===== src/hdl/irq_pkg.sv =====
// constants and helpers for the interrupt arbiter and power control block
// Functional notes
// - primary priority bits: 5 timer2, 4 serial1, 3 timer1, 2 ext1, 1 timer0, 0 ext0
// - secondary priority bits: 7 display channel, 4 serial2, 1 two-wire, 0 usb
// - flags sampled once per machine cycle at a fixed phase, polled next cycle
// - a sampled set flag produces a hardware vector call unless blocked
// - no call while equal or higher level routine is in progress
// - call only in the last machine cycle of the current instruction
// - no call during interrupt return or access to priority/enable registers
// - blocked requests are not remembered; each poll uses fresh samples only
// - call pushes program counter only, then loads the source vector
// - vectors 0003h,000Bh,0013h,001Bh,0023h,002Bh,0033h,003Bh,0043h,004Bh per source
// - interrupt return clears current in-progress level and pops program counter
// - plain return leaves in-progress state set
// - idle halts cpu only; peripherals keep running, pins keep data
// - idle ends on a taken interrupt or reset
// - power-down stops clock, keeps state, disables pwm, two-wire, display, usb
// - power-down ends only through reset
// - modes entered only by power control writes; power control resets to 00
// - power control bit 1 enters power-down, bit 0 enters idle
// - power control bits 7 and 6 double first and second serial baud
// - bit 5 disables low-volt reset, bit 4 adc irq, bits 3/2 serial2 clocks
// - priority bit 0 means low, 1 means high
// - equal level ties resolved by fixed polling order
// - high preempts low, high is never preempted, high wins simultaneous
// - taken interrupt clears idle bit; execution resumes after idle write
package irq_pkg;
    localparam logic [7:0] ADDR_POWER_CONTROL = 8'h87;
    localparam logic [7:0] ADDR_PRIO1 = 8'hb8;
    localparam logic [7:0] ADDR_PRIO2 = 8'hb7;
    localparam logic [7:0] ADDR_EN1 = 8'ha8;
    localparam logic [7:0] ADDR_EN2 = 8'ha7;
    localparam logic [7:0] RST_POWER_CONTROL = 8'h00;
    localparam logic [7:0] RST_PRIO = 8'h00;
    localparam logic [7:0] MASK_PRIO1 = 8'h3f;
    localparam logic [7:0] MASK_PRIO2 = 8'h93;
    localparam int B_BAUD1 = 7;
    localparam int B_BAUD2 = 6;
    localparam int B_LVR_DIS = 5;
    localparam int B_ADC_IRQ = 4;
    localparam int B_RX_SEL2 = 3;
    localparam int B_TX_SEL2 = 2;
    localparam int B_PD = 1;
    localparam int B_IDLE = 0;
    localparam int N_SRC = 10;
    localparam logic [3:0] PHASES = 4'hc;
    // state 5 phase 2 of six two-phase states
    localparam logic [3:0] SAMPLE_PHASE = 4'h9;
    localparam logic [3:0] POLL_PHASE = 4'h3;

    // sources indexed in polling order, 0 first
    function automatic logic [15:0] vector_of(input logic [3:0] idx);
        unique case (idx)
            4'h0: vector_of = 16'h0003;
            4'h1: vector_of = 16'h004b;
            4'h2: vector_of = 16'h000b;
            4'h3: vector_of = 16'h0043;
            4'h4: vector_of = 16'h0013;
            4'h5: vector_of = 16'h003b;
            4'h6: vector_of = 16'h001b;
            4'h7: vector_of = 16'h0033;
            4'h8: vector_of = 16'h0023;
            4'h9: vector_of = 16'h002b;
            default: vector_of = 16'h0000;
        endcase
    endfunction : vector_of

    // priority bits into polling order
    function automatic logic [9:0] prio_order(input logic [7:0] p1, input logic [7:0] p2);
        prio_order = {p1[5], p1[4], p2[0], p1[3], p2[7], p1[2], p2[1], p1[1], p2[4], p1[0]};
    endfunction : prio_order
endpackage : irq_pkg


===== src/hdl/irq_select.sv =====
// fixed-order arbiter picking the winning request of the upper level first
`timescale 1ns/1ps
module irq_select #(
    parameter int N = 10
) (
    input wire logic [N-1:0] req,
    input wire logic [N-1:0] level_high,
    output logic valid,
    output logic high,
    output logic [3:0] idx
);
    logic [N-1:0] req_high;

    function automatic logic [3:0] first_set(input logic [N-1:0] v);
        first_set = 4'h0;
        for (int i = N - 1; i >= 0; i--) begin
            if (v[i]) begin
                first_set = 4'(i);
            end
        end
    endfunction : first_set

    always_comb begin
        req_high = req & level_high;
        valid = |req;
        high = |req_high;
        if (high) begin
            idx = first_set(req_high);
        end else begin
            idx = first_set(req);
        end
    end
endmodule : irq_select


===== src/hdl/irq_priority_vector_power_ctrl.sv =====
// interrupt polling, priority, vector call and power mode control
`timescale 1ns/1ps
module irq_priority_vector_power_ctrl #(
    parameter int N_SRC = 10
) (
    input wire logic clk_sys,
    input wire logic srst,
    input wire logic [7:0] sfr_addr,
    input wire logic sfr_wr,
    input wire logic sfr_rd,
    input wire logic [7:0] sfr_wdata,
    output logic [7:0] sfr_rdata,
    input wire logic [N_SRC-1:0] irq_req,
    input wire logic last_cycle,
    input wire logic interrupt_return_instr,
    input wire logic plain_return_instr,
    output logic [3:0] mc_phase,
    output logic hardware_vector_call,
    output logic [15:0] vec_addr,
    output logic [3:0] vec_src,
    output logic stack_pop,
    output logic inprog_high,
    output logic inprog_low,
    output logic cpu_halt,
    output logic sys_clock_stop,
    output logic periph_disable,
    output logic baud_double_first,
    output logic baud_double_second,
    output logic lowvolt_reset_disable,
    output logic adc_irq_enable,
    output logic rx_clock_select_second,
    output logic tx_clock_select_second
);
    logic [3:0] phase_reg, phase_next;
    logic [N_SRC-1:0] sample_reg, sample_next;
    logic touch_reg, touch_next;
    logic [7:0] power_control_reg, power_control_next;
    logic [7:0] prio1_reg, prio1_next;
    logic [7:0] prio2_reg, prio2_next;
    logic [7:0] rdata_reg, rdata_next;
    logic hi_reg, hi_next;
    logic lo_reg, lo_next;
    logic call_reg, call_next;
    logic pop_reg, pop_next;
    logic [15:0] vec_reg, vec_next;
    logic [3:0] src_reg, src_next;
    logic sel_valid, sel_high;
    logic [3:0] sel_idx;
    logic poll, touching, level_block, take, interrupt_return_instr_done, ret_done;

    // the enable registers live elsewhere, but touching them must still hold off a call
    function automatic logic watched_addr(input logic [7:0] a);
        watched_addr = (a == irq_pkg::ADDR_PRIO1) || (a == irq_pkg::ADDR_PRIO2)
            || (a == irq_pkg::ADDR_EN1) || (a == irq_pkg::ADDR_EN2);
    endfunction : watched_addr

    irq_select #(.N(N_SRC)) u_sel (
        .req(sample_reg),
        .level_high(irq_pkg::prio_order(prio1_reg, prio2_reg)),
        .valid(sel_valid),
        .high(sel_high),
        .idx(sel_idx)
    );

    // machine cycle timing; the phase counter freezes while the clock is stopped
    always_comb begin
        phase_next = phase_reg;
        sample_next = sample_reg;
        if (!power_control_reg[irq_pkg::B_PD]) begin
            if (phase_reg == irq_pkg::PHASES - 4'h1) begin
                phase_next = 4'h0;
            end else begin
                phase_next = phase_reg + 4'h1;
            end
            if (phase_reg == irq_pkg::SAMPLE_PHASE) begin
                sample_next = irq_req;
            end
        end
    end

    always_ff @(posedge clk_sys) begin
        if (srst) begin
            phase_reg <= 4'h0;
            sample_reg <= '0;
        end else begin
            phase_reg <= phase_next;
            sample_reg <= sample_next;
        end
    end

    // special function register port
    always_comb begin
        touching = (sfr_wr || sfr_rd) && watched_addr(sfr_addr);
        touch_next = touch_reg;
        if (phase_reg == irq_pkg::PHASES - 4'h1) begin
            touch_next = 1'b0;
        end
        if (touching) begin
            touch_next = 1'b1;
        end
        power_control_next = power_control_reg;
        prio1_next = prio1_reg;
        prio2_next = prio2_reg;
        rdata_next = rdata_reg;
        // with the clock stopped no write may alter a register until reset
        if (sfr_wr && !power_control_reg[irq_pkg::B_PD]) begin
            unique case (sfr_addr)
                irq_pkg::ADDR_POWER_CONTROL: begin
                    power_control_next = sfr_wdata;
                    // power-down is never left by a write
                    power_control_next[irq_pkg::B_PD] = power_control_reg[irq_pkg::B_PD] | sfr_wdata[irq_pkg::B_PD];
                    if (power_control_next[irq_pkg::B_PD]) begin
                        power_control_next[irq_pkg::B_IDLE] = 1'b0;
                    end
                end
                irq_pkg::ADDR_PRIO1: prio1_next = sfr_wdata & irq_pkg::MASK_PRIO1;
                irq_pkg::ADDR_PRIO2: prio2_next = sfr_wdata & irq_pkg::MASK_PRIO2;
                default: ;
            endcase
        end
        if (take) begin
            power_control_next[irq_pkg::B_IDLE] = 1'b0;
        end
        if (sfr_rd) begin
            unique case (sfr_addr)
                irq_pkg::ADDR_POWER_CONTROL: rdata_next = power_control_reg;
                irq_pkg::ADDR_PRIO1: rdata_next = prio1_reg;
                irq_pkg::ADDR_PRIO2: rdata_next = prio2_reg;
                default: rdata_next = 8'h00;
            endcase
        end
    end

    always_ff @(posedge clk_sys) begin
        if (srst) begin
            touch_reg <= 1'b0;
            power_control_reg <= irq_pkg::RST_POWER_CONTROL;
            prio1_reg <= irq_pkg::RST_PRIO;
            prio2_reg <= irq_pkg::RST_PRIO;
            rdata_reg <= 8'h00;
        end else begin
            touch_reg <= touch_next;
            power_control_reg <= power_control_next;
            prio1_reg <= prio1_next;
            prio2_reg <= prio2_next;
            rdata_reg <= rdata_next;
        end
    end

    // polling and the in-progress levels
    always_comb begin
        poll = (phase_reg == irq_pkg::POLL_PHASE) && !power_control_reg[irq_pkg::B_PD];
        level_block = hi_reg || (lo_reg && !sel_high);
        take = poll && sel_valid && !level_block
            && last_cycle
            && !interrupt_return_instr && !touch_reg && !touching;
        interrupt_return_instr_done = poll && last_cycle && interrupt_return_instr;
        ret_done = poll && last_cycle && plain_return_instr;
        hi_next = hi_reg;
        lo_next = lo_reg;
        call_next = take;
        pop_next = interrupt_return_instr_done || ret_done;
        vec_next = vec_reg;
        src_next = src_reg;
        if (take) begin
            // only the return address goes on the stack, status is left alone
            vec_next = irq_pkg::vector_of(sel_idx);
            src_next = sel_idx;
            if (sel_high) begin
                hi_next = 1'b1;
            end else begin
                lo_next = 1'b1;
            end
        end
        if (interrupt_return_instr_done) begin
            if (hi_reg) begin
                hi_next = 1'b0;
            end else begin
                lo_next = 1'b0;
            end
        end
        // a plain return pops the counter but keeps the level busy
    end

    always_ff @(posedge clk_sys) begin
        if (srst) begin
            hi_reg <= 1'b0;
            lo_reg <= 1'b0;
            call_reg <= 1'b0;
            pop_reg <= 1'b0;
            vec_reg <= 16'h0000;
            src_reg <= 4'h0;
        end else begin
            hi_reg <= hi_next;
            lo_reg <= lo_next;
            call_reg <= call_next;
            pop_reg <= pop_next;
            vec_reg <= vec_next;
            src_reg <= src_next;
        end
    end

    assign sfr_rdata = rdata_reg;
    assign mc_phase = phase_reg;
    assign hardware_vector_call = call_reg;
    assign vec_addr = vec_reg;
    assign vec_src = src_reg;
    assign stack_pop = pop_reg;
    assign inprog_high = hi_reg;
    assign inprog_low = lo_reg;
    // idle stops only the cpu; peripherals see no halt
    assign cpu_halt = power_control_reg[irq_pkg::B_IDLE] | power_control_reg[irq_pkg::B_PD];
    assign sys_clock_stop = power_control_reg[irq_pkg::B_PD];
    assign periph_disable = power_control_reg[irq_pkg::B_PD];
    assign baud_double_first = power_control_reg[irq_pkg::B_BAUD1];
    assign baud_double_second = power_control_reg[irq_pkg::B_BAUD2];
    assign lowvolt_reset_disable = power_control_reg[irq_pkg::B_LVR_DIS];
    assign adc_irq_enable = power_control_reg[irq_pkg::B_ADC_IRQ];
    assign rx_clock_select_second = power_control_reg[irq_pkg::B_RX_SEL2];
    assign tx_clock_select_second = power_control_reg[irq_pkg::B_TX_SEL2];
endmodule : irq_priority_vector_power_ctrl


===== config.mk =====
export PLATFORM = sky130hd
export DESIGN_NAME = irq_priority_vector_power_ctrl
export DESIGN_NICKNAME = d
export VERILOG_FILES = /design/src/hdl/irq_pkg.sv /design/src/hdl/irq_select.sv /design/src/hdl/irq_priority_vector_power_ctrl.sv
export SDC_FILE = /design/constraint.sdc
export NUM_CORES = 1
export LEC_CHECK = 0
export BUFFER_PORTS_ARGS = -buffer_cell sky130_fd_sc_hd__buf_4
export CORE_MARGIN = 5
export CORE_UTILIZATION = 30
export CTS_CLUSTER_DIAMETER = 80
export DETAILED_ROUTE_END_ITERATION = 7
export GPL_TIMING_DRIVEN = 0
export PLACE_DENSITY_LB_ADDON = 0.3
export SLEW_MARGIN = 0
export SYNTH_ARGS = -nofsm -noshare
export SYNTH_HDL_FRONTEND = slang
export SYNTH_SLANG_ARGS = --single-unit

===== constraint.sdc =====
create_clock -name clk_sys -period 6.3 [get_ports clk_sys]
set_input_delay 0.63 -clock clk_sys [delete_from_list [all_inputs] [get_ports clk_sys]]
set_output_delay 0.63 -clock clk_sys [all_outputs]
set_load 0.005 [all_outputs]

==> metrics.yaml <==
routing:
  wirelength_um: 6940
  drc: 0
  antenna_left: 0
  first_iter_violations: 141
  wire_per_inst_um: 14.5
  detailroute.via_count: 2307
  routed_via_density: 4.84
  first_pass_iters: 6
place:
  hpwl_um: 5290
  numPortBuffers: 66
  preCtsSetupSlack_ns: 3.54
  place_congestion: 0.868
global_route:
  grt_pass1_vias: 2252
  grt-ovfl-total: 0
  antenna_found_initial: 0
  grtUsageTotal: 0.137
  grt_pass1_wl_um: 11400
  grt_max_degree: 18
sta:
  worst_slack_ns: 3.83
  worst_pin_slew_ns: 0.685
  fmax_ghz: 0.404
  finalMaxSlewViolations: 0
  holdWs_ns: 0.462
  clock-skew-final_ns: 0.00426
  hold_viol: 0
  setup_violations: 0
  fin_crit_ns: 2.47
  rsz0062_at_grt: "false"
  max_slew_margin: 0.541
  min_period_over_period: 0.392
  tns_ns: 0
logic_synthesis:
  ys.flop_type: "dfxtp_1"
  yosysSeqAreaShare: 0.426
  synth_cells: 289
  synth-async-reset-ratio: 0
  synth_cell_types: 47
  synth_area_per_cell_um2: 8.78
  synth_common_cells: "dfxtp_1, nor2_1, nand2_1"
  synth_warnings: 0
  synth_largest_area_cell: "dfxtp_1"
  synth-seq-cells: 54
  synth_area_leaders: "dfxtp_1, mux2i_1, nor2_1"
  syn_area_um2: 2540
  synth.top_cell.area_share: 0.426
  synth-edff-count: 0
  yosysMostFrequentCell: "dfxtp_1"
status:
  outcome: "finished clean"
floorplanning:
  fp.dieArea_um2: 10400
  row_count: 33
  core_um2: 8220
  fp.dieH_um: 102
  start_util: 0.309
  die_w_um: 102
  io_pins: 78
worst_hold_path:
  holdPathStages: 1
  hold_class: "flip-flop to flip-flop"
critical_path:
  arrival_ns: 2.74
  critPathMaxStageDelay_ns: 0.31
  crit_family: "compound AO/OA/AOI/OAI gates"
  crit_buf_inv: 2
  end_kind: "flip-flop"
  crit_required_ns: 6.56
  crit_chain: "clkbuf_1 > a22oi_1 > nand4b_1 > and3b_1 > clkbuf_1 > nand2_1 > o21ai_1 > ha_1 > mux2i_1 > a22o_1"
  critPathLaunchType: "flip-flop"
  path_class: "flip-flop to flip-flop"
  reg2reg_depth: 10
  cp_slowest_cell: "dfxtp_1"
  path_depth: 10
  crit_top_cell: "clkbuf_1"
  crit_fanout: 8
power:
  p_total_uw: 602
  ir_drop_uv: 111
  cellPowerDensity_nw_per_um2: 183
  p_leak_nw: 1.36
clock_network:
  clk_latency_ns: 0.31
  root_buffer: "clkbuf_8"
  cts.clk_slew.worst_paths_ns: 0.10
  cts_buffers: 5
  hold_buffers: 0
  cts_sinks: 54
  htree_levels: 2
  cts_tree: "built"
  cts_setup_buffers: 0
  ctsResizeCount: 0
  cts_buffer_depth: 2
layout:
  area_growth_pct: 29.6
  diodes: 0
  largest_register_ffs: 10
  layout.nets: 407
  drive_gt1_frac: 0.250
  post-route-util: 0.400
job:
  cap_violations: 0
-- worst reg2reg max path, delay by kind of cell, from the launching register on --
kind / cells / cell delay (ns)
and+or+nand+nor: 3 / 0.50
muxes: 1 / 0.14
adders and majority gates: 1 / 0.29
buffers and inverters: 2 / 0.48
AOI/OAI and AO/OA: 3 / 0.72
DFF: 1 / 0.31
-- per-layer routing --
layer | up-vias | track usage | part of all wire
met3 | 8 | 0.0287 | 0.050
met5 | - | 0 | 0
met1 | 1064 | 0.182 | 0.46
met2 | 55 | 0.227 | 0.47
li1 | 1180 | - | -
met4 | 0 | 0.0373 | 0.014
-- power breakdown --
group          internal (mW)  switching, mW
clock network         0.0810          0.122
logic                 0.0275         0.0233
registers              0.344        0.00379
-- path summary, 6_finish.rpt --
check	from	endpoint	slack (ns)
setup / recovery	sample_reg[2]$_SDFFE_PP0P_	vec_addr[3]$_SDFFE_PP0N_	3.83
hold / removal	vec_addr[4]$_SDFFE_PP0N_	vec_addr[4]$_SDFFE_PP0N_	0.46
setup reg to reg	sample_reg[2]$_SDFFE_PP0P_	vec_addr[3]$_SDFFE_PP0N_	3.83
hold reg to reg	vec_addr[4]$_SDFFE_PP0N_	vec_addr[4]$_SDFFE_PP0N_	0.46
-- stage by stage --
step / instances / area (µm²)
final: 477 / 3290
after global routing: 477 / 3290
after CTS: 477 / 3290
after detailed placement: 469 / 3200
after global placement: 469 / 3200
after floorplan: 298 / 2570
-- placed cells by master (no fill, tap or decap), types with 2 or more instances in the layout --
cell type and instances:
a32o_1 4, conb_1 10, o21ai_0 5, and3b_1 3
dfxtp_1 54, a211oi_1 6, a31oi_1 2, clkbuf_1 15
a22o_1 6, a21o_1 3, mux2i_1 17, o21ai_1 2
nand4b_1 3, and2_1 2, a22oi_1 8, inv_1 6
nor2_1 38, or4_1 2, ha_1 3, nor2b_1 3
a21oi_1 24, nand2b_1 10, nand2_1 28, a222oi_1 3
nor3_1 5, buf_4 78, clkbuf_8 5, nand3_1 4
nor4_1 2
-- cell type report --
| cell class | count | area, µm² |
|---|---|---|
| buffer | 27 | 148 |
| clock buffer | 6 | 72.6 |
| clock inverter | 2 | 17.5 |
| fill | 849 | 4930 |
| inverter | 6 | 22.5 |
| multi-input combinational | 211 | 1320 |
| sequential | 54 | 1080 |
| tap | 105 | 131 |
| timing repair buffer | 66 | 495 |
-- logic make-up (layout without fill, tap and decap cells) --
logic type / Yosys count / in the layout / synth area share
simple gates: 111 / 111 / 0.227
flops: 54 / 54 / 0.426
compound gates: 70 / 70 / 0.196
other cells: 1 / 10 / 0.00148
buf+inv: 33 / 107 / 0.0671
mux: 17 / 17 / 0.0671
fa+ha+maj: 3 / 3 / 0.0148
Note: power is estimated with default switching activity, not from simulation.
